<file path="src/verilog/flash_seq_defines.svh">
// constants for the flash page erase / row program sequencer
// assumes a 250 MHz bus clock and a 32-bit classic wishbone register port
// What this block does
// - erase-select with whole-array-select clear arms a single page erase.
// - page erase acts on exactly one aligned 128-byte page.
// - a write into the target page after the protect-register read latches its address; data is dropped.
// - array readable again only after about 1 us recovery.
// - programming works on aligned 64-byte rows.
`ifndef FLASH_SEQ_DEFINES_SVH
`define FLASH_SEQ_DEFINES_SVH

`define CTRL_OFFSET 32'h0000_0000
`define PROT_OFFSET 32'h0000_0004
`define STAT_OFFSET 32'h0000_0008
`define ADDR_OFFSET 32'h0000_000c
`define ARRAY_BASE_HI 16'h0001

`define CTRL_PGM_BIT 0
`define CTRL_ERASE_BIT 1
`define CTRL_WHOLE_BIT 2
`define CTRL_HV_BIT 3
`define CTRL_LONG_BIT 4
`define CTRL_RESET 8'h00
`define PROT_RESET 8'h00

`define STAT_ARMED_BIT 0
`define STAT_LATCHED_BIT 1
`define STAT_HV_BIT 2
`define STAT_READY_BIT 3
`define STAT_ERR_BIT 4
`define STAT_SETUP_BIT 5
`define STAT_ERASE_BIT 6
`define STAT_HOLD_BIT 7

`define PAGE_LSB 7
`define ROW_LSB 6

`define CLK_PERIOD_NS 4
`define SETUP_DELAY_NS 10000
`define HOLD_DELAY_NS 5000
`define RECOVERY_DELAY_NS 1000
`define ERASE_SHORT_NS 1000000
`define ERASE_LONG_NS 4000000
`define NS_TO_CYC(ns) (((ns) + `CLK_PERIOD_NS - 1) / `CLK_PERIOD_NS)

`endif

</file>
<file path="src/verilog/flash_seq_pkg.sv">
// types shared by the flash sequencer files
// assumes flash_seq_defines.svh is on the include path
`default_nettype none
package flash_seq_pkg;

  typedef enum logic [2:0] {
    SEQ_IDLE,
    SEQ_ARMED,
    SEQ_PROT_READ,
    SEQ_LATCHED,
    SEQ_HV_ON,
    SEQ_HOLD,
    SEQ_RECOVER
  } seq_state_t;

  typedef struct packed {
    logic hv;
    logic erase_page;
    logic erase_all;
    logic program_row;
    logic [15:0] addr;
  } array_cmd_t;

endpackage
`default_nettype wire

</file>
<file path="src/verilog/flash_seq_rst_sync.sv">
// reset release synchroniser
// assumes an active-low asynchronous reset input
`timescale 1ns/1ps
`default_nettype none
module flash_seq_rst_sync (
  input wire logic clk_in,    // bus clock
  input wire logic resetn_in, // raw reset, active low
  output logic resetn_out     // synchronised reset, active low
);
  logic [1:0] sync_q;
  logic [1:0] sync_d;

  always_comb begin
    sync_d = {sync_q[0], 1'b1};
  end

  always_ff @(posedge clk_in or negedge resetn_in) begin
    if (!resetn_in) begin
      sync_q <= 2'b00;
    end else begin
      sync_q <= sync_d;
    end
  end

  assign resetn_out = sync_q[1];
endmodule
`default_nettype wire

</file>
<file path="src/verilog/flash_seq_timer.sv">
// elapsed-time monitor: counts while run is high, clears when low
// assumes limit is at least one and stable while run is high
`timescale 1ns/1ps
`default_nettype none
module flash_seq_timer (
  input wire logic clk_in,        // bus clock
  input wire logic rst_n_in,      // synchronised reset, active low
  input wire logic ce_in,         // clock enable
  input wire logic run_in,        // count while high
  input wire logic [19:0] limit_in, // cycles to reach
  output logic done_out           // limit reached, registered level
);
  logic [19:0] count_q;
  logic [19:0] count_d;
  logic done_q;
  logic done_d;

  always_comb begin
    count_d = 20'h0_0000;
    if (run_in) begin
      // saturate so a long stall never wraps back to not-done
      count_d = (count_q >= limit_in) ? count_q : count_q + 20'h0_0001;
    end
    done_d = run_in && (count_d >= limit_in);
  end

  always_ff @(posedge clk_in or negedge rst_n_in) begin
    if (!rst_n_in) begin
      count_q <= 20'h0_0000;
      done_q <= 1'b0;
    end else if (ce_in) begin
      count_q <= count_d;
      done_q <= done_d;
    end
  end

  assign done_out = done_q;
endmodule
`default_nettype wire

</file>
<file path="src/verilog/flash_page_erase_row_program.sv">
// flash page erase / row program sequencer with a wishbone register port
// assumes classic single-cycle wishbone masters and a flash array that obeys
// array_cmd_out; the array data path itself lives outside this block
//
// The Wishbone slave port and the placing of the registers were chosen for this implementation.
`timescale 1ns/1ps
`default_nettype none
`include "flash_seq_defines.svh"
module flash_page_erase_row_program #(
  parameter logic [19:0] ERASE_SHORT_CYC = 20'(`NS_TO_CYC(`ERASE_SHORT_NS)),
  parameter logic [19:0] ERASE_LONG_CYC = 20'(`NS_TO_CYC(`ERASE_LONG_NS))
) (
  input wire logic clk_in,                        // 250 MHz bus clock
  input wire logic resetn_in,                     // async reset, active low
  input wire logic ce_in,                         // clock enable, freezes all state except the reset synchroniser
  input wire logic wb_cyc_in,                     // wishbone cycle
  input wire logic wb_stb_in,                     // wishbone strobe
  input wire logic wb_we_in,                      // wishbone write enable
  input wire logic [3:0] wb_sel_in,               // wishbone byte selects
  input wire logic [31:0] wb_adr_in,              // wishbone byte address
  input wire logic [31:0] wb_dat_in,              // wishbone write data
  output logic wb_ack_out,                        // wishbone acknowledge
  output logic [31:0] wb_dat_out,                 // wishbone read data
  output flash_seq_pkg::array_cmd_t array_cmd_out, // command to the flash array
  output logic array_ready_out                    // array free for normal reads
);
  import flash_seq_pkg::*;

  localparam logic [19:0] SETUP_CYC = 20'(`NS_TO_CYC(`SETUP_DELAY_NS));
  localparam logic [19:0] HOLD_CYC = 20'(`NS_TO_CYC(`HOLD_DELAY_NS));
  localparam logic [19:0] RECOVERY_CYC = 20'(`NS_TO_CYC(`RECOVERY_DELAY_NS));

  logic rst_n;

  flash_seq_rst_sync u_rst_sync (
    .clk_in(clk_in),
    .resetn_in(resetn_in),
    .resetn_out(rst_n)
  );

  // ---------------- bus decode ----------------
  logic req;
  logic in_array;
  logic hit_ctrl;
  logic hit_prot;
  logic hit_stat;
  logic hit_addr;
  logic wr_ctrl;
  logic wr_prot;
  logic wr_stat;
  logic rd_prot;
  logic arr_wr;
  logic arr_rd;

  logic ack_q;
  logic ack_d;
  logic [31:0] rdat_q;
  logic [31:0] rdat_d;

  // one access per request: the request is taken the cycle before ack is high and ignored while ack is high
  assign req = wb_cyc_in && wb_stb_in && !ack_q;
  assign in_array = (wb_adr_in[31:16] == `ARRAY_BASE_HI);
  assign hit_ctrl = (wb_adr_in == `CTRL_OFFSET);
  assign hit_prot = (wb_adr_in == `PROT_OFFSET);
  assign hit_stat = (wb_adr_in == `STAT_OFFSET);
  assign hit_addr = (wb_adr_in == `ADDR_OFFSET);
  assign wr_ctrl = req && wb_we_in && hit_ctrl && wb_sel_in[0];
  assign wr_prot = req && wb_we_in && hit_prot && wb_sel_in[0];
  assign wr_stat = req && wb_we_in && hit_stat && wb_sel_in[0];
  assign rd_prot = req && !wb_we_in && hit_prot;
  assign arr_wr = req && wb_we_in && in_array;
  assign arr_rd = req && !wb_we_in && in_array;

  // ---------------- registers and sequence ----------------
  seq_state_t state_q;
  seq_state_t state_d;
  logic [7:0] ctrl_q;
  logic [7:0] ctrl_d;
  logic [7:0] prot_q;
  logic [7:0] prot_d;
  logic [15:0] addr_q;
  logic [15:0] addr_d;
  logic op_erase_q;
  logic op_erase_d;
  logic op_whole_q;
  logic op_whole_d;
  logic err_q;
  logic err_d;
  array_cmd_t cmd_q;
  array_cmd_t cmd_d;
  logic ready_q;
  logic ready_d;

  logic setup_met;
  logic erase_met;
  logic hold_met;
  logic recover_done;
  logic [19:0] erase_limit;
  logic [7:0] ctrl_new;
  logic err_set;
  logic op_set;
  logic new_op;
  logic new_hv;

  assign ctrl_new = wr_ctrl ? wb_dat_in[7:0] : ctrl_q;
  assign op_set = ctrl_q[`CTRL_ERASE_BIT] || ctrl_q[`CTRL_PGM_BIT];
  assign new_op = ctrl_new[`CTRL_ERASE_BIT] || ctrl_new[`CTRL_PGM_BIT];
  assign new_hv = ctrl_new[`CTRL_HV_BIT];
  // long or short erase is software's endurance choice
  assign erase_limit = ctrl_q[`CTRL_LONG_BIT] ? ERASE_LONG_CYC : ERASE_SHORT_CYC;

  flash_seq_timer u_setup_timer (
    .clk_in(clk_in),
    .rst_n_in(rst_n),
    .ce_in(ce_in),
    .run_in(state_q == SEQ_LATCHED),
    .limit_in(SETUP_CYC),
    .done_out(setup_met)
  );

  flash_seq_timer u_erase_timer (
    .clk_in(clk_in),
    .rst_n_in(rst_n),
    .ce_in(ce_in),
    .run_in(state_q == SEQ_HV_ON),
    .limit_in(erase_limit),
    .done_out(erase_met)
  );

  flash_seq_timer u_hold_timer (
    .clk_in(clk_in),
    .rst_n_in(rst_n),
    .ce_in(ce_in),
    .run_in(state_q == SEQ_HOLD),
    .limit_in(HOLD_CYC),
    .done_out(hold_met)
  );

  flash_seq_timer u_recover_timer (
    .clk_in(clk_in),
    .rst_n_in(rst_n),
    .ce_in(ce_in),
    .run_in(state_q == SEQ_RECOVER),
    .limit_in(RECOVERY_CYC),
    .done_out(recover_done)
  );

  always_comb begin
    state_d = state_q;
    ctrl_d = ctrl_new;
    prot_d = wr_prot ? wb_dat_in[7:0] : prot_q;
    addr_d = addr_q;
    op_erase_d = op_erase_q;
    op_whole_d = op_whole_q;
    err_set = 1'b0;
    // any touch of the array space once the address is latched sets the error flag; the sequence carries on
    if ((arr_rd || arr_wr) && state_q != SEQ_IDLE && state_q != SEQ_ARMED
        && state_q != SEQ_PROT_READ) begin
      err_set = 1'b1;
    end
    case (state_q)
      SEQ_IDLE: begin
        if (new_op) begin
          op_erase_d = ctrl_new[`CTRL_ERASE_BIT];
          op_whole_d = ctrl_new[`CTRL_WHOLE_BIT];
          state_d = SEQ_ARMED;
        end
        if (new_hv) begin
          err_set = 1'b1;
        end
      end
      SEQ_ARMED: begin
        if (!new_op) begin
          state_d = SEQ_IDLE;
        end else if (rd_prot) begin
          state_d = SEQ_PROT_READ;
        end else if (arr_wr || new_hv) begin
          err_set = 1'b1;
        end
      end
      SEQ_PROT_READ: begin
        if (!new_op) begin
          state_d = SEQ_IDLE;
        end else if (arr_wr) begin
          // the written data is dropped, only the address selects the target
          addr_d = wb_adr_in[15:0];
          state_d = SEQ_LATCHED;
        end else if (new_hv) begin
          err_set = 1'b1;
        end
      end
      SEQ_LATCHED: begin
        if (!new_op) begin
          state_d = SEQ_IDLE;
        end else if (new_hv) begin
          err_set = !setup_met;
          state_d = SEQ_HV_ON;
        end
      end
      SEQ_HV_ON: begin
        if (!new_hv) begin
          err_set = 1'b1;
          state_d = SEQ_RECOVER;
        end else if (!new_op) begin
          err_set = op_erase_q && !erase_met;
          state_d = SEQ_HOLD;
        end
      end
      SEQ_HOLD: begin
        if (!new_hv) begin
          err_set = !hold_met;
          state_d = SEQ_RECOVER;
        end
      end
      SEQ_RECOVER: begin
        if (recover_done) begin
          state_d = SEQ_IDLE;
        end
      end
      default: begin
        state_d = SEQ_IDLE;
      end
    endcase
    // hardware set wins over a software clear in the same cycle
    err_d = err_set || (err_q && !(wr_stat && wb_dat_in[`STAT_ERR_BIT]));

    // high voltage while a latched operation runs and on through the hold state after it
    cmd_d.hv = (state_d == SEQ_HV_ON) || (state_d == SEQ_HOLD);
    cmd_d.erase_page = (state_d == SEQ_HV_ON) && op_erase_d && !op_whole_d;
    cmd_d.erase_all = (state_d == SEQ_HV_ON) && op_erase_d && op_whole_d;
    cmd_d.program_row = (state_d == SEQ_HV_ON) && !op_erase_d;
    if (op_erase_d) begin
      cmd_d.addr = {addr_d[15:`PAGE_LSB], 7'h00};
    end else begin
      cmd_d.addr = {addr_d[15:`ROW_LSB], 6'h00};
    end
    ready_d = (state_d == SEQ_IDLE) || (state_d == SEQ_ARMED)
              || (state_d == SEQ_PROT_READ);
  end

  always_ff @(posedge clk_in or negedge rst_n) begin
    if (!rst_n) begin
      state_q <= SEQ_IDLE;
      ctrl_q <= `CTRL_RESET;
      prot_q <= `PROT_RESET;
      addr_q <= 16'h0000;
      op_erase_q <= 1'b0;
      op_whole_q <= 1'b0;
      err_q <= 1'b0;
      cmd_q <= '0;
      ready_q <= 1'b1;
    end else if (ce_in) begin
      state_q <= state_d;
      ctrl_q <= ctrl_d;
      prot_q <= prot_d;
      addr_q <= addr_d;
      op_erase_q <= op_erase_d;
      op_whole_q <= op_whole_d;
      err_q <= err_d;
      cmd_q <= cmd_d;
      ready_q <= ready_d;
    end
  end

  // ---------------- bus answer ----------------
  always_comb begin
    ack_d = req;
    rdat_d = rdat_q;
    if (req && !wb_we_in) begin
      rdat_d = 32'h0000_0000;
      if (hit_ctrl) begin
        rdat_d[7:0] = ctrl_q;
      end else if (hit_prot) begin
        rdat_d[7:0] = prot_q;
      end else if (hit_stat) begin
        rdat_d[`STAT_ARMED_BIT] = op_set && (state_q != SEQ_IDLE);
        rdat_d[`STAT_LATCHED_BIT] = (state_q == SEQ_LATCHED) || cmd_q.hv;
        rdat_d[`STAT_HV_BIT] = cmd_q.hv;
        rdat_d[`STAT_READY_BIT] = ready_q;
        rdat_d[`STAT_ERR_BIT] = err_q;
        rdat_d[`STAT_SETUP_BIT] = setup_met;
        rdat_d[`STAT_ERASE_BIT] = erase_met;
        rdat_d[`STAT_HOLD_BIT] = hold_met;
      end else if (hit_addr) begin
        rdat_d[15:0] = addr_q;
      end
    end
  end

  always_ff @(posedge clk_in or negedge rst_n) begin
    if (!rst_n) begin
      ack_q <= 1'b0;
      rdat_q <= 32'h0000_0000;
    end else if (ce_in) begin
      ack_q <= ack_d;
      rdat_q <= rdat_d;
    end
  end

  assign wb_ack_out = ack_q;
  assign wb_dat_out = rdat_q;
  assign array_cmd_out = cmd_q;
  assign array_ready_out = ready_q;
endmodule
`default_nettype wire

</file>
<file path="config.mk">
export PLATFORM = sky130hd
export DESIGN_NAME = flash_page_erase_row_program
export DESIGN_NICKNAME = d
export VERILOG_FILES = /design/src/verilog/flash_seq_pkg.sv /design/src/verilog/flash_seq_rst_sync.sv /design/src/verilog/flash_seq_timer.sv /design/src/verilog/flash_page_erase_row_program.sv
export VERILOG_INCLUDE_DIRS = /design/src /design/src/verilog
export SDC_FILE = /design/constraint.sdc
export NUM_CORES = 1
export LEC_CHECK = 0
export BUFFER_PORTS_ARGS = -buffer_cell sky130_fd_sc_hd__buf_2
export CAP_MARGIN = 10
export CORE_MARGIN = 2
export CORE_UTILIZATION = 58
export CTS_CLUSTER_SIZE = 12
export DETAILED_ROUTE_END_ITERATION = 16
export PLACE_DENSITY = 0.81
export SLEW_MARGIN = 10
export SYNTH_ARGS = -nofsm -noshare
export SYNTH_HDL_FRONTEND = slang
export SYNTH_SLANG_ARGS = --single-unit
</file>
<file path="constraint.sdc">
create_clock -name clk_in -period 4.85 [get_ports clk_in]
set_input_delay 0.97 -clock clk_in [delete_from_list [all_inputs] [get_ports clk_in]]
set_output_delay 0.97 -clock clk_in [all_outputs]
set_load 0.05 [all_outputs]
</file>
; Word level (Yosys, flattened, before mapping)
; Index checks and enable logic that the tools add are counted.
; Widths: inputs -> output; s select.
[classes]
bitwise = 0
n_eq_ne = 16
multipliers = 0
n_addsub = 4
magnitude_cmp = 8
n_shift = 0
mux = 50
div = 0
n_reduce_logical = 53
[op_table]
columns = operator, n
row1 = $mux 20, 9
row2 = $add 20x1->20 const B, 4
row3 = $eq 32x4->1 const B, 2
row4 = $mux 16, 4
row5 = $mux 8, 6
row6 = $ge 20x11->1 const B, 2
row7 = $ge 20x12->1 const B, 2
row8 = $ge 20x20->1, 2
row9 = $ge 20x8->1 const B, 2
row10 = $mux 3, 11
row11 = $eq 32x3->1 const B, 1
row12 = $logic_not 32->1, 1
row13 = $logic_and 1x1->1, 28
row14 = $pmux 3 s7, 1
row15 = $eq 16x1->1 const B, 1
row16 = $mux 1, 16
row17 = $eq 3x3->1 const B, 5
row18 = $eq 3x2->1 const B, 3
row19 = $logic_or 1x1->1, 9
row20 = $logic_not 1->1, 8
row21 = $mux 7, 1
row22 = $eq 3x1->1 const B, 2
row23 = $logic_not 3->1, 2
row24 = $pmux 1 s6, 1
row25 = other kinds (6), 8
[totals]
mem_bits_rw = 0
in_bits = 74
latch_bits = 0
out_inout_bits = 54
n_memories = 0
word_cells = 157
regBits = 162
rom_bits = 0

; Longest topological paths before layout
; Gate-level depths: netlist (run 1).
[logic_depth]
word_depth = 14
depth_mapped = 17
ltp_nobuf = 16

; Hierarchy
; A second synthesis (run 1) with hierarchy kept.
[unflattened]
hier_cells = 1659
hier_area_um2 = 13929.6
[by_module_without_submodules]
columns = module, area_each_um2, n_inst, seq_area_each_um2, cells_each
row1 = flash_seq_timer at u_erase_timer ..., 2580.0, 2, 525.5, 335
row2 = flash_page_erase_row_program, 3488.3, 1, 1527.7, 324
row3 = flash_seq_timer at u_setup_timer, 2686.3, 1, 525.5, 340
row4 = flash_seq_timer at u_hold_timer, 2541.2, 1, 525.5, 322
row5 = flash_seq_rst_sync, 53.8, 1, 50.0, 3

; Worst setup path before layout (run 1)
; No wires, ideal clock.
[synth_timing]
path_kind = register -> register
start = reg ctrl_q[4]
end = reg u_erase_timer.done_q (netlist: u_erase_timer.done_out)
path_buffers = 1
slack_ps = 1364
setup_ps = 132
period_less_slack_ps = 3486
path_stages_with_launch = 18
t_arrival_ps = 3354
required_time_ps = 4718
cell_sequence = dfrtp_1 inv_1 ha_1 a211oi_1 a22o_1 clkbuf_1 nand3_1 a21oi_1 nand3_1 xor2_1 nor2_1 ha_1 nand3b_1 mux2i_1 a21oi_1 o21ai_0 a221oi_1 o21ai_1
[synth_via]
elab_chain_cells = 6
[synth_lines]
columns = item, line_no
row1 = "start, declared", flash_page_erase_row_program.sv:77  ; logic [7:0] ctrl_q;
row2 = "start signal, assigned", flash_page_erase_row_program.sv:244  ; ctrl_q <= `CTRL_RESET;
row3 = "start signal, assigned", flash_page_erase_row_program.sv:254  ; ctrl_q <= ctrl_d;
row4 = $mux 20, flash_page_erase_row_program.sv:110  ; assign erase_limit = ctrl_q[`CTRL_LONG_BIT] ? ERASE_LONG_CYC : ERASE_SHORT_CYC;
row5 = $ge 20x20->1, flash_seq_timer.sv:22  ; count_d = (count_q >= limit_in) ? count_q : count_q + 20'h0_0001;
row6 = $mux 20, flash_seq_timer.sv:22
row7 = $mux 20, flash_seq_timer.sv:20  ; if (run_in) begin
row8 = named net u_erase_timer.count_d[15], flash_seq_timer.sv:14  ; logic [19:0] count_d;
row9 = $ge 20x20->1, flash_seq_timer.sv:24  ; done_d = run_in && (count_d >= limit_in);
row10 = $logic_and 1x1->1, flash_seq_timer.sv:24
row11 = "end signal, assigned", flash_seq_timer.sv:33  ; done_q <= done_d;
row12 = "end, declared", flash_seq_timer.sv:15  ; logic done_q;
; The timed path passes the listed nets, and every way through them passes these cells.
; A chain may end at the register's enable or synchronous reset.

; Worst setup path in the final report (run 1)
; Same ends and word-level chain as after synthesis.

==> impl.org, run 1 <==
** Die
- The die is 125 um tall.
- The die covers approximately 16,000 sq um.
- Measured along the x axis, the die boundary spans 125 um.
- The core region is roughly 14,000 sq um.
- Number of ports placed on the die boundary :: 128
- For this configuration, the core starts out at a cell density of 0.587.
- The floorplan has 44 rows.

** CTS
- TritonCTS built the clock tree.
- Master cell of the clock root buffer :: sky130_fd_sc_hd__clkbuf_16
- Counting along the longest clock path gives a buffer depth of 2.
- After clock tree synthesis, the clock-pin slew on the worst setup and hold paths is 0.06 ns.
- Post-CTS Setup Repair Bufs :: 0
- At the later pin of the worst-skew pair, clock insertion delay measures about 0.42 ns.
- The H-tree generated during clock tree synthesis spans 4 levels.
- Hold Buf Count CTS :: 0
- Post_cts resized :: 0
- Number of buffers added by the clock tree synthesis step :: 17
- The clock drives 147 sinks.

** STA
- Timing would allow up to 0.241 GHz.
- After routing, the total negative slack on setup checks comes to 0 ns.
- Dividing the final minimum period by the clock period gives 0.854.
- Final Hold Violating Endpoints :: 0
- Unrepaired setup endpoints after global routing :: no
- Setup violations remaining at the end of the flow were counted as 0.
- Hold timing on the final database bottoms out at a slack of 0.320 ns.
- The worst path needs 4.14 ns of the cycle, external delays included.
- For the pin with the worst max-slew slack, the measured transition is 1.18 ns.
- Worst slew margin relative to its limit :: 0.208
- Clock skew after layout :: about 0.0084 ns
- The number of pins with negative max-slew slack in the final report was 0.

** Drt
- For this block, the routed nets add up to ~19,000 um of wire.
- Vias post-DR :: 6,963
- Post-DR wirelength/cell :: around 17 um
- Initial DRC Count :: around 660
- After detailed routing, the number of remaining DRC violations is 0.
- The detail route stage leaves a number of antenna-violating nets equal to 0.
- The first TritonRoute pass finished after 5 iterations.
- Via density :: 6.14

** Global route
- The first global-routing pass estimated 33,000 um of wire.
- The initial antenna violation count came to 0.
- After global routing the overflow that remains totals 0.
- The via count of the first global-routing pass came to roughly 6,700.
- Combined global-route utilization of all metal layers :: 0.257
- Largest net degree at the start of global routing :: 80

** Power
- In this run the static leakage power is approximately 4.3 nW.
- Dividing total power by cell area gives a power density of 335 nW/um^2.
- The worst-case IR drop observed on VDD is 0.317 mV.

** Logic synthesis
- Avg Inst Size Synth :: 9.53 sq um
- Among all flip-flop cells after synthesis, the most frequent one is sky130_fd_sc_hd__dfrtp_1.
- Synthesized flop and latch total :: 147
- The cell count after synthesis came out at 885.
- In this run the cell area of the synthesized design comes to approximately 8400 sq um.
- The share of synthesized area in the top cell type comes to 0.433.
- The synthesized design contains 0 enable-type register cells.
- In the synthesized netlist the async set-or-reset flop fraction comes to 1.00.
- Number of warning messages in the yosys log :: 0
- In the post-synthesis netlist, the biggest area contributors are sky130_fd_sc_hd__dfrtp_1 (43%), sky130_fd_sc_hd__nand2_1 (4.7%), sky130_fd_sc_hd__mux2_2 (4.5%), sky130_fd_sc_hd__ha_1 (3.6%), sky130_fd_sc_hd__o21ai_0 (3.5%).
- Yosys cell types :: between 70 and 80
- The share of the Yosys chip area taken by registers is 0.436.
- Of all cell types, the one taking the most synthesized area is sky130_fd_sc_hd__dfrtp_1.

** Layout
- 0 antenna diodes ended up in the layout.
- Synthesis-to-layout area growth :: 12.0%
- Once layout is complete, the utilization of the core stands at 0.658.
- Count of nets after finishing :: 1,035
- Summed area of non-filler cells in the final layout :: 9450 sq um
- Of the cells placed in the final design, the portion with a size suffix greater than 1 is 0.175.
- Leaving out filler cells and counting taps, the final layout contains 1,134.

** Place
- After detailed placement, the design holds a cell count of 1,102.
- Post-detailed-placement half-perimeter wirelength :: around 13,000 um
- At the end of routability-driven placement, the weighted congestion stood at 0.917.
- Placement-stage cell area :: 8800 sq um
- Port Buffers :: slightly below 80

** Critical path
- Of all nets on the critical path, the largest fanout is 11.
- STA puts the critical path data arrival time at 4.44 ns.
- In this run the register-to-register setup slack is 0.71 ns.
- Start-to-end type of the worst setup path :: flop to flop
- Measured in cells, the most critical reg-to-reg path has a length of 16.
- Required time of the worst setup path :: 5.15 ns
- Crit start category :: flop
- STA classifies the critical path endpoint as a flop.
- Reg2reg start :: ctrl_q[4]$_DFFE_PN0P_
- Capturing point of the worst reg2reg path :: u_erase_timer.done_out$_DFFE_PN0P_

** Worst hold path
- Worst min path class :: input pin to asynchronous set/reset pin

** Flow run
- The tool flagged a number of max-cap violations equal to 0.

** Status
- Result of the run :: finished, final reports clean
synth_stat cells, types with 3 or more instances:
library cell	n
sky130_fd_sc_hd__a211o_1	3
sky130_fd_sc_hd__a211oi_1	5
sky130_fd_sc_hd__a21o_1	3
sky130_fd_sc_hd__a21oi_1	34
sky130_fd_sc_hd__a22o_1	22
sky130_fd_sc_hd__a31oi_1	7
sky130_fd_sc_hd__a32oi_1	3
sky130_fd_sc_hd__a41oi_1	4
sky130_fd_sc_hd__and2_1	35
sky130_fd_sc_hd__and3_1	8
sky130_fd_sc_hd__and3b_1	3
sky130_fd_sc_hd__and4_1	8
sky130_fd_sc_hd__buf_1	8
sky130_fd_sc_hd__buf_2	4
sky130_fd_sc_hd__buf_4	31
sky130_fd_sc_hd__clkbuf_1	28
sky130_fd_sc_hd__dfrtp_1	146
sky130_fd_sc_hd__ha_1	24
sky130_fd_sc_hd__inv_1	24
sky130_fd_sc_hd__mux2_1	10
sky130_fd_sc_hd__mux2_2	34
sky130_fd_sc_hd__mux2i_1	8
sky130_fd_sc_hd__mux4_2	7
sky130_fd_sc_hd__nand2_1	106
sky130_fd_sc_hd__nand2b_1	4
sky130_fd_sc_hd__nand3_1	32
sky130_fd_sc_hd__nand3b_1	3
sky130_fd_sc_hd__nand4_1	19
sky130_fd_sc_hd__nand4b_1	4
sky130_fd_sc_hd__nor2_1	64
sky130_fd_sc_hd__nor2b_1	4
sky130_fd_sc_hd__nor3_1	19
sky130_fd_sc_hd__nor4_1	14
sky130_fd_sc_hd__o2111a_1	4
sky130_fd_sc_hd__o2111ai_1	4
sky130_fd_sc_hd__o211ai_1	3
sky130_fd_sc_hd__o21ai_0	59
sky130_fd_sc_hd__o21ai_1	3
sky130_fd_sc_hd__o31ai_1	19
sky130_fd_sc_hd__o41ai_1	8
sky130_fd_sc_hd__or3_1	3
sky130_fd_sc_hd__xnor2_1	6
sky130_fd_sc_hd__xor2_1	7
where the power goes:
| group | internal, W | leakage, nW | switching, W |
|---|---|---|---|
| logic | 0.000116 | 2.01 | 0.000288 |
| registers | 0.00126 | 2.02 | 0.0000663 |
| clock network | 0.000926 | 0.313 | 0.000505 |
| total | 0.00230 | 4.34 | 0.000860 |
final cells by class:
class                           instances  area, sq um
Sequential cell                       147         3680
Clock buffer                           19          443
Tap cell                              184          230
Timing Repair Buffer                   83          440
Fill cell                            1081         4920
Clock inverter                         13          206
Inverter                               24         90.1
Multi-Input combinational cell        664         4360
how the worst max path moves through the flow:
stage | startpoint | endpoint | slack [ns]
6_report | ctrl_q[4]$_DFFE_PN0P_ | u_erase_timer.done_out$_DFFE_PN0P_ | 0.71
3_5_place_dp | wb_adr_in[9] | addr_q[5]$_DFFE_PN0P_ | 0.79
3_3_place_gp | wb_adr_in[9] | addr_q[5]$_DFFE_PN0P_ | 0.86
2_1_floorplan | u_rst_sync.sync_q[1]$_DFF_PN0_ | addr_q[0]$_DFFE_PN0P_ | 0.45
4_1_cts | ctrl_q[4]$_DFFE_PN0P_ | u_erase_timer.done_out$_DFFE_PN0P_ | 0.75
5_1_grt | ctrl_q[4]$_DFFE_PN0P_ | u_erase_timer.done_out$_DFFE_PN0P_ | 0.42
sequential cells by signal, summed over array words and instances (netlist names), 3 cells and up:
| name | flops |
|---|---|
| u_erase_timer.count_q | 20 |
| prot_q | 8 |
| addr_q | 15 |
| u_recover_timer.count_q | 20 |
| u_hold_timer.count_q | 20 |
| state_q | 3 |
| array_cmd_out | 6 |
| ctrl_q | 8 |
| u_setup_timer.count_q | 20 |
| wb_dat_out | 16 |
per-layer routing:
layer / vias to the layer above / track usage / wire [um]
li1: 3309 / - / -
met1: 3355 / 0.360 / 8570
met2: 269 / 0.405 / 8930
met3: 30 / 0.0528 / 1180
met4: 0 / 0.0773 / 318
met5: - / 0 / 0
logic make-up (layout without fill, tap and decap cells):
logic type | count (synthesis) | in the layout | share of synthesized area
and+or+nand+nor | 338 | 338 | 0.201
AOI/OAI and AO/OA | 207 | 207 | 0.170
DFF | 147 | 147 | 0.436
buffers and inverters | 95 | 139 | 0.0566
muxes | 59 | 59 | 0.0869
adders and majority gates | 24 | 24 | 0.0356
xor gates and xnor gates | 13 | 13 | 0.0135
other | 2 | 23 | 0.000890
critical path: stages (launching register included):
cell,delay [ns]
sky130_fd_sc_hd__dfrtp_1,0.52
sky130_fd_sc_hd__inv_1,0.28
sky130_fd_sc_hd__ha_1,0.40
sky130_fd_sc_hd__a211oi_1,0.24
sky130_fd_sc_hd__a22o_1,0.40
sky130_fd_sc_hd__nand3_1,0.18
sky130_fd_sc_hd__a21oi_1,0.38
sky130_fd_sc_hd__nand3_1,0.14
sky130_fd_sc_hd__xor2_1,0.16
sky130_fd_sc_hd__nor2_1,0.17
sky130_fd_sc_hd__ha_1,0.30
sky130_fd_sc_hd__nand3b_1,0.11
sky130_fd_sc_hd__mux2i_1,0.11
sky130_fd_sc_hd__a21oi_1,0.15
sky130_fd_sc_hd__o21ai_0,0.10
sky130_fd_sc_hd__a221oi_1,0.27
sky130_fd_sc_hd__o21ai_1,0.10
through the flow:
step           power (W)  setup WS, ns
3_5_place_dp     0.00175         0.793
5_1_grt          0.00329         0.423
3_3_place_gp     0.00174         0.857
4_1_cts          0.00318         0.750
6_report         0.00316         0.708
2_1_floorplan    0.00164         0.453
cell usage in the layout, fill, tap and decap left out, drive strengths merged, types with 5 or more instances in the layout:
cell	instances
dfrtp	146
nand2	106
buf	83
nor2	64
o21ai	62
mux2	44
and2	35
a21oi	35
nand3	32
inv	25
ha	24
conb	23
a22o	22
nor3	20
nand4	19
o31ai	19
clkbuf	19
nor4	16
and4	8
and3	8
o41ai	8
mux2i	8
xor2	7
a31oi	7
mux4	7
a211oi	7
xnor2	6
bufinv	5
clkinv	5
Power figures use the tool's default switching activity.
==> run 2: changes to the inputs <==
--- a/config.mk
+++ b/config.mk
@@ -6,13 +6,14 @@
 export SDC_FILE = /design/constraint.sdc
 export NUM_CORES = 1
 export LEC_CHECK = 0
+export ABC_AREA = 1
 export BUFFER_PORTS_ARGS = -buffer_cell sky130_fd_sc_hd__buf_2
 export CAP_MARGIN = 10
 export CORE_MARGIN = 2
 export CORE_UTILIZATION = 58
 export CTS_CLUSTER_SIZE = 12
 export DETAILED_ROUTE_END_ITERATION = 16
-export PLACE_DENSITY = 0.81
+export PLACE_DENSITY = 0.8
 export SLEW_MARGIN = 10
 export SYNTH_ARGS = -nofsm -noshare
 export SYNTH_HDL_FRONTEND = slang
==> impl.org, run 2 <==
** Layout
- Synthesis-to-layout area growth :: 10.5%
- Ratio of cells with drive above 1 in the final layout :: 0.138 (-0.0372)
- Leaving out fill and tap cells, the most frequent cells in the layout are sky130_fd_sc_hd__nand2_1 (366), sky130_fd_sc_hd__inv_1 (155), sky130_fd_sc_hd__dfrtp_1 (145).
- Antenna diode count :: 0 (unchanged)
- Number of inserted filler cells in the final layout :: 1,374 (+27%)
- Leading cell type in the layout, fill and taps excluded :: sky130_fd_sc_hd__nand2_1
- Count of nets after finishing :: 1,437 (+39%)

** Flow run
- Number of maximum-capacitance violations :: 0 (unchanged)

** Drt
- Post-route met1 wirelength :: 9610 um (+12%)
- The initial DRC count is 675 (+2.1%).
- Routed wire length on met3 :: 1090 um (-7.1%)
- Post-DR wirelength/cell :: 13.8 um (-18%)
- Highest layer used for signal routing :: met4
- Final WL :: 21,600 um (+14%)
- Vias post-DR :: 8,450 (+21%)
- The DRC violation count after routing was 0 (unchanged).
- The routed wire length on met2 was 10,400 um (+17%).
- The count of antenna-violating nets left after detailed routing was 0 (unchanged).
- The average vias per placed instance is 5.39 (-12%).
- Number of search-and-repair iterations in the first detailed-routing pass :: 5 (unchanged)

** STA
- Setup repair after global routing left no endpoint under its margin.
- The sum of negative setup slack was 0 ns (unchanged).
- Clock skew after layout :: 0.0157 ns (+0.00729 ns)
- Worst slew margin relative to its limit :: 0.288 (+0.0798)
- Tmin final :: 3.93 ns (-0.210 ns)
- The number of pins with negative max-slew slack in the final report came to 0 (unchanged).
- The final setup violation count was 0 (unchanged).
- The worst hold slack across all endpoints was 0.308 ns (-0.0118 ns).
- Final Hold Violating Endpoints :: 0 (unchanged)
- The transition at the pin with the smallest max-transition slack is 1.07 ns (-0.110 ns).
- Final critical-path share of the clock period :: 0.811 (-0.0433)
- Max Fclk :: 0.254 GHz (+5.3%)

** Logic synthesis
- The synthesized flop and latch total came to 147 (unchanged).
- The cell count after synthesis is 1,286 (+45%).
- The number of warnings reported in the yosys synthesis log was 0 (unchanged).
- Top cells by area in the synthesized netlist :: sky130_fd_sc_hd__dfrtp_1 (39%), sky130_fd_sc_hd__nand2_1 (15%), sky130_fd_sc_hd__inv_1 (6.2%), sky130_fd_sc_hd__o21ai_0 (5.6%), sky130_fd_sc_hd__nand3_1 (4.4%)
- Of all cell types, the one taking the most synthesized area is sky130_fd_sc_hd__dfrtp_1.
- The async set-or-reset flop fraction in the synthesized netlist is 1.00 (unchanged).
- After synthesis, the most frequently instantiated cells are sky130_fd_sc_hd__nand2_1 (366), sky130_fd_sc_hd__inv_1 (156), sky130_fd_sc_hd__dfrtp_1 (146).
- The proportion of synthesized chip area in sequential cells came to 0.391 (-0.0451).
- In the post-synthesis netlist, the cell with the most instances is sky130_fd_sc_hd__nand2_1.
- Number of enable flip-flop cells after synthesis :: 0 (unchanged)
- The synthesized area per cell came to 7.32 sq um (-23%).
- The fraction of synthesized cell area taken by the top area cell type is 0.388 (-0.0447).
- Area of the mapped netlist :: 9410 sq um (+12%)
- In the synthesized netlist the dominant register cell turns out to be sky130_fd_sc_hd__dfrtp_1.
- Yosys cell types :: 60 (-18%)

** CTS
- Post-CTS Setup Repair Bufs :: 0 (unchanged)
- The clock-pin slew of the registers on the worst-case setup and hold paths is 0.06 ns (about the same).
- CTS tree :: done
- Post_cts resized :: 0 (unchanged)
- Worst skew pair latency :: 0.43 ns (about the same)
- The number of buffers on the longest clock path is 2 (unchanged).
- The TritonCTS buffer count came to 17 (unchanged).
- The number of hold buffers added after CTS was 0 (unchanged).
- Sink Count :: 147 (unchanged)
- The deepest level of the CTS H-tree was 4 (unchanged).
- The tree is rooted in a sky130_fd_sc_hd__clkbuf_16.

** Critical path
- STA classifies the critical path endpoint as a flop.
- Cells on worst reg2reg path :: 20 (+4)
- Startpoint of the most critical setup path :: ctrl_q[4]$_DFFE_PN0P_
- Capturing point of the worst reg2reg path :: u_erase_timer.done_out$_DFFE_PN0P_
- Maximum net fanout on the critical path :: 16 (+5)
- The register-to-register setup slack came to 0.92 ns (+0.21 ns).
- The critical path in this run is classified as flop to flop.
- In this run the critical register-to-register path is launched from ctrl_q[4]$_DFFE_PN0P_.
- Following the worst setup path forward leads to its endpoint at u_erase_timer.done_out$_DFFE_PN0P_.
- Crit start category :: flop
- Endpoint arrival time on the critical path :: 4.29 ns (-0.15 ns)
- The required time at the endpoint of the critical path was 5.21 ns (+0.06 ns).

** Die
- The starting utilization of the core area was 0.592 (+0.00514).
- Number of ports placed on the die boundary :: 128 (unchanged)
- Area of the die :: 17,300 sq um (+11%)
- The count of standard-cell rows is 46 (+4.5%).
- The x dimension of the die is 131 um (+5.4%).
- The placeable core region was 15,900 sq um (+11%).
- The die height came to 131 um (+5.4%).

** Global route
- Total grt overflow :: 0 (unchanged)
- The initial antenna violation count came to 0 (unchanged).
- The maximum number of pins on one net before global-route repair came to 85 (+6.3%).
- The global-route wire length before repair came to 36,200 um (+9.6%).
- The via count of the first global-routing pass is 7,851 (+17%).
- Combined global-route utilization of all metal layers :: 0.254 (-0.00264)

** Power
- The total power density per cell area is 316 nW/um^2 (-5.5%).
- Max VDD drop :: 0.307 mV (-3.1%)
- Leakage power summed over all cells :: 5.21 nW (+20%)

** Status
- The flow ran to the end, and the final reports show no timing, DRC or antenna violations.

** Place
- Post-detailed-placement half-perimeter wirelength :: 15,300 um (+20%)
- Port Buffers :: 78 (unchanged)
- The final RePlAce weighted congestion is 0.918 (about the same).

** Worst hold path
- Worst min path class :: input pin to asynchronous set/reset pin
## run 2: changes by cell type after synthesis, moves of 11 or more
cell and delta:
sky130_fd_sc_hd__o31ai_1 -16, sky130_fd_sc_hd__o21ai_0 +46, sky130_fd_sc_hd__nand2_2 +14, sky130_fd_sc_hd__xor2_1 +12
sky130_fd_sc_hd__nand2_1 +260, sky130_fd_sc_hd__nand3_1 +51, sky130_fd_sc_hd__o21a_1 +12, sky130_fd_sc_hd__and2_1 -35
sky130_fd_sc_hd__nor2_1 +21, sky130_fd_sc_hd__inv_1 +132, sky130_fd_sc_hd__nand4_1 +11, sky130_fd_sc_hd__mux2_2 -33
sky130_fd_sc_hd__a22o_1 -21
## run 2: area by class of cell
| cell class | instances | area, sq um | share of cell area |
|---|---|---|---|
| clock buffer | 18 | 429 | 0.0413 |
| sequential | 147 | 3680 | 0.354 |
| inverter | 163 | 612 | 0.0589 |
| tap | 216 | 270 | 0.0260 |
| timing repair buffer | 85 | 455 | 0.0438 |
| clock inverter | 14 | 176 | 0.0170 |
| multi-input combinational | 925 | 4770 | 0.459 |
## run 2: layer usage
layer,up-vias,global-route usage
li1,4224,-
met1,3936,0.332
met2,246,0.424
met3,44,0.0455
met4,0,0.0954
met5,-,0
## run 2: critical path, cell delays in order, from the launching register on
cell	delay, ns
sky130_fd_sc_hd__dfrtp_1	0.57
sky130_fd_sc_hd__inv_1	0.15
sky130_fd_sc_hd__ha_1	0.33
sky130_fd_sc_hd__nand2_1	0.12
sky130_fd_sc_hd__nor2_2	0.07
sky130_fd_sc_hd__a21boi_4	0.39
sky130_fd_sc_hd__nand3_4	0.29
sky130_fd_sc_hd__nor2_2	0.23
sky130_fd_sc_hd__nand2_1	0.07
sky130_fd_sc_hd__nor2_1	0.22
sky130_fd_sc_hd__nand4_1	0.16
sky130_fd_sc_hd__nor2_1	0.11
sky130_fd_sc_hd__nand3b_1	0.15
sky130_fd_sc_hd__inv_1	0.06
sky130_fd_sc_hd__ha_1	0.31
sky130_fd_sc_hd__nand2_1	0.08
sky130_fd_sc_hd__nor3_2	0.24
sky130_fd_sc_hd__nand3_1	0.10
sky130_fd_sc_hd__nand3_1	0.10
sky130_fd_sc_hd__nand2_1	0.05
sky130_fd_sc_hd__nand2_1	0.05
## run 2: power by group
part / leakage, nW / switching, W / internal, W
Clock: 0.292 / 0.000556 / 0.000817
Sequential: 2.01 / 0.0000691 / 0.00128
Combinational: 2.91 / 0.000425 / 0.000145
## run 2: how the worst min path moves through the flow
stage                                    from                              to  slack (ns)  cells after the start
2_1_floorplan  u_rst_sync.sync_q[0]$_DFF_PN0_  u_rst_sync.sync_q[1]$_DFF_PN0_        0.33                      0
3_3_place_gp   u_rst_sync.sync_q[0]$_DFF_PN0_  u_rst_sync.sync_q[1]$_DFF_PN0_        0.34                      0
3_5_place_dp   u_rst_sync.sync_q[0]$_DFF_PN0_  u_rst_sync.sync_q[1]$_DFF_PN0_        0.34                      0
4_1_cts                             resetn_in  u_rst_sync.sync_q[1]$_DFF_PN0_        0.30                      1
5_1_grt                             resetn_in  u_rst_sync.sync_q[1]$_DFF_PN0_        0.30                      1
6_report                            resetn_in  u_rst_sync.sync_q[1]$_DFF_PN0_        0.31                      1
## run 2: cells by family (layout without fill, tap and decap cells)
kind of cell / after synthesis / after routing / synth area share
other cells: 2 / 23 / 0.000798
fa+ha+maj: 24 / 24 / 0.0319
compound gates: 200 / 200 / 0.121
flops: 147 / 147 / 0.391
buf+inv: 235 / 280 / 0.112
simple gates: 651 / 651 / 0.317
mux: 6 / 6 / 0.00652
xor+xnor: 21 / 21 / 0.0195
## run 2: through the flow
step                       util  setup WS [ns]  power [W]  std cells  area (sq um)
after floorplan               -          0.453    0.00179       1307          9490
after global placement    0.616          0.977    0.00192       1536          9790
after detailed placement  0.616          0.967    0.00193       1536          9790
after CTS                 0.654          0.917    0.00330       1568         10400
after global routing      0.654          0.555    0.00342       1568         10400
final                     0.654          0.918    0.00329       1568         10400
==> run 3: changes to the inputs <==
==> constraint.sdc (replaced) <==
create_clock -name clk_in -period 4.1 [get_ports clk_in]
set_input_delay 0.82 -clock clk_in [delete_from_list [all_inputs] [get_ports clk_in]]
set_output_delay 0.82 -clock clk_in [all_outputs]
set_load 0.05 [all_outputs]
==> impl.org, run 3 (synthesis results as in run 2) <==
** Status
- Result of the run :: finished, final reports clean

** Drt
- The routed length on met1 is 9790 um (+1.9%).
- The DRC violation count after routing was 0 (unchanged).
- The mean routed wirelength per cell is 13.8 um (+0.34%).
- The initial DRC count was 673 (-0.30%).
- After detailed routing, no signal wire sits above met4.
- The count of antenna-violating nets left after detailed routing is 0 (unchanged).
- The routed wire length on met2 is 10,500 um (+0.83%).
- Number of search-and-repair iterations in the first detailed-routing pass :: 5 (unchanged)
- The wire length reported by the detailed router was 21,800 um (+0.92%).
- The number of vias after detailed routing is 8,467 (+0.20%).
- The met3 routed wirelength was 1110 um (+1.7%).
- The average vias per placed instance is 5.37 (-0.37%).

** Layout
- The core occupancy in the finished layout is 0.658 (+0.00402).
- The library cell used most frequently in the layout, excluding fill and tap cells, is sky130_fd_sc_hd__nand2_1.
- The combined area of the multi-input logic cells is 4760 sq um (about the same).
- Count of nets after finishing :: 1,446 (+0.63%)
- Number of inserted filler cells in the final layout :: 1,383 (+0.66%)
- Antenna diode count :: 0 (unchanged)
- Ratio of cells with drive above 1 in the final layout :: 0.143 (+0.00570)
- Synthesis-to-layout area growth :: 11.1%
- Combined flip-flop and latch cell area :: 3680 sq um (unchanged)
- Commonest cells after routing, fill and taps aside :: sky130_fd_sc_hd__nand2_1 (366), sky130_fd_sc_hd__inv_1 (155), sky130_fd_sc_hd__dfrtp_1 (145)

** CTS
- The number of buffers added for setup after CTS is 0 (unchanged).
- TritonCTS built the clock tree.
- H-tree level count :: 4 (unchanged)
- The clock latency on the worst-skew pair is 0.44 ns (about the same).
- The number of buffers on the longest clock path was 2 (unchanged).
- Post_cts resized :: 0 (unchanged)
- The number of hold buffers added after CTS is 0 (unchanged).
- Clk pin slew, worst setup/hold paths :: 0.06 ns (about the same)
- The clock sink total came to 147 (unchanged).
- Clock tree synthesis selected as its root buffer the cell sky130_fd_sc_hd__clkbuf_16.
- Number of buffers added by the clock tree synthesis step :: 17 (unchanged)

** Die
- Die height :: 131 um (unchanged)
- The x dimension of the die was 131 um (unchanged).
- Core box area :: 15,900 sq um (unchanged)
- The top-level port count was 128 (unchanged).
- The count of standard-cell rows is 46 (unchanged).
- Area of the die :: 17,300 sq um (unchanged)
- The starting utilization of the core area came to 0.592 (unchanged).

** Critical path
- Endpoint arrival time on the critical path :: 3.86 ns (-0.43 ns)
- The kind of cell with the highest combined delay along the critical path is simple AND/OR/NAND/NOR gates.
- The buffers plus inverters on the worst setup path was 3 (+1).
- CP max stage delay :: 0.38 ns (-0.19 ns)
- The worst register-to-register path begins at ctrl_q[4]$_DFFE_PN0P_.
- The required time at the endpoint of the critical path was 4.46 ns (-0.75 ns).
- STA classifies the critical path endpoint as a flop.
- Start-to-end type of the worst setup path :: flop to flop
- Worst-path cell with the longest stage delay :: sky130_fd_sc_hd__dfrtp_1
- The maximum fanout along the worst path is 11 (-5).
- Counting stages on the worst path, the most repeated cell is sky130_fd_sc_hd__nand2_1.
- Worst-path cell chain :: inv_1 -> ha_1 -> nand2_1 -> inv_1 -> nand2_1 -> nand2_1 -> nand2_2 -> nand2_2 -> nand2_4 -> nand3_4 -> nor2_2 -> nand2_1 -> nor2_1 -> nand4_1 -> nor2_1 -> nand3b_1 -> inv_1 -> ha_1 -> nand2_1 -> nor3_2 -> nand3_1 -> nand3_1 -> nand2_1 -> nand2_1
- STA classifies the critical path startpoint as a flop.
- Startpoint of the most critical setup path :: ctrl_q[4]$_DFFE_PN0P_

** Global route
- The via count of the first global-routing pass is 8,158 (+3.9%).
- The residual overflow from global routing came to 0 (unchanged).
- The total global routing track utilization was 0.263 (+0.00963).
- The initial antenna violation count was 0 (unchanged).
- Wire length of the first global-routing pass :: 37,700 um (+4.2%)
- Largest net degree at the start of global routing :: 67 (-21%)

** STA
- Setup repair after global routing left no endpoint under its margin.
- The number of pins with negative max-slew slack in the final report was 0 (unchanged).
- Transition at the pin with the smallest max-transition slack :: 0.890 ns (-0.178 ns)
- Final critical-path share of the clock period :: 0.855 (+0.0440)
- The worst relative slew slack was 0.403 (+0.115).
- The worst setup skew after layout came to 0.0146 ns (-0.00113 ns).
- Final Hold Violating Endpoints :: 0 (unchanged)
- Tmin final :: 3.50 ns (-0.428 ns)
- The final setup slack of the worst path came to 0.596 ns (-0.322 ns).
- Worst hold slack :: 0.158 ns (-0.150 ns)
- The fmax is 0.285 GHz (+12%).
- Total negative slack for setup checks :: 0 ns (unchanged)
- The final setup violation count came to 0 (unchanged).

** Power
- The total power density per cell area came to 370 nW/um^2 (+17%).
- The peak supply drop was 0.406 mV (+32%).
- Leakage power summed over all cells :: 5.25 nW (+0.87%)

** Place
- Global placer's final weighted congestion :: 0.905 (-1.4%)
- Setup slack after placement :: 0.644 ns (-0.323 ns)
- The number of buffers added on ports came to 78 (unchanged).
- The detailed placer's ending HPWL was 15,500 um (+1.4%).

** Worst hold path
- Worst min path class :: input pin to asynchronous set/reset pin

** Flow run
- Number of maximum-capacitance violations :: 0 (unchanged)
## run 3: cell types whose count changed in the layout (fill, tap and decap cells not counted)
cell and change:
sky130_fd_sc_hd__a21boi_1 +1, sky130_fd_sc_hd__clkinv_2 +1, sky130_fd_sc_hd__a21boi_2 -1, sky130_fd_sc_hd__clkbuf_8 +4
sky130_fd_sc_hd__clkbuf_1 -1, sky130_fd_sc_hd__bufinv_16 -1, sky130_fd_sc_hd__inv_6 -3, sky130_fd_sc_hd__buf_4 +9
## run 3: metrics by stage
stage | instance area, sq um | total power, W | instances
5_1_grt | 10500 | 0.00403 | 1577
4_1_cts | 10500 | 0.00388 | 1577
3_3_place_gp | 9850 | 0.00227 | 1545
2_1_floorplan | 9490 | 0.00211 | 1307
6_report | 10500 | 0.00386 | 1577
3_5_place_dp | 9850 | 0.00229 | 1545
## run 3: report_power, final
group / total (W) / switching, W / internal, W
combinational: 0.000684 / 0.000505 / 0.000178
sequential: 0.00159 / 0.0000797 / 0.00151
clock: 0.00159 / 0.000630 / 0.000963
## run 3: worst paths after layout
kind	endpoint	slack (ns)	cells past startpoint
worst max-delay path	u_erase_timer.done_out$_DFFE_PN0P_	0.60	24
worst min-delay path	u_rst_sync.sync_q[1]$_DFF_PN0_	0.16	1
worst max register to register	u_erase_timer.done_out$_DFFE_PN0P_	0.60	24
worst min register to register	u_rst_sync.sync_q[1]$_DFF_PN0_	0.35	0
max in group asynchronous	u_erase_timer.done_out$_DFFE_PN0P_	2.85	1
min in group clk_in	u_rst_sync.sync_q[1]$_DFF_PN0_	0.35	0
## run 3: worst reg2reg max path, cell delays in order (launching register included)
cell and delay (ns):
sky130_fd_sc_hd__dfrtp_1 0.38, sky130_fd_sc_hd__inv_1 0.37, sky130_fd_sc_hd__ha_1 0.33, sky130_fd_sc_hd__nand2_1 0.09
sky130_fd_sc_hd__inv_1 0.05, sky130_fd_sc_hd__nand2_1 0.05, sky130_fd_sc_hd__nand2_1 0.06, sky130_fd_sc_hd__nand2_2 0.07
sky130_fd_sc_hd__nand2_2 0.06, sky130_fd_sc_hd__nand2_4 0.08, sky130_fd_sc_hd__nand3_4 0.07, sky130_fd_sc_hd__nor2_2 0.18
sky130_fd_sc_hd__nand2_1 0.08, sky130_fd_sc_hd__nor2_1 0.21, sky130_fd_sc_hd__nand4_1 0.15, sky130_fd_sc_hd__nor2_1 0.10
sky130_fd_sc_hd__nand3b_1 0.14, sky130_fd_sc_hd__inv_1 0.07, sky130_fd_sc_hd__ha_1 0.32, sky130_fd_sc_hd__nand2_1 0.07
sky130_fd_sc_hd__nor3_2 0.21, sky130_fd_sc_hd__nand3_1 0.10, sky130_fd_sc_hd__nand3_1 0.09, sky130_fd_sc_hd__nand2_1 0.05
sky130_fd_sc_hd__nand2_1 0.06
## run 3: area by class of cell
cell class,count,area share
well taps,216,0.0258
multi-input cells,925,0.456
flip-flops and latches,147,0.352
inverters,163,0.0585
repair buffers,94,0.0500
clock inverters,11,0.0120
clock buffers,21,0.0459
## run 3: metal layers
layer / track usage / up-vias
met5: 0 / -
met4: 0.0900 / 0
met1: 0.345 / 3938
met2: 0.444 / 261
li1: - / 4231
met3: 0.0463 / 37
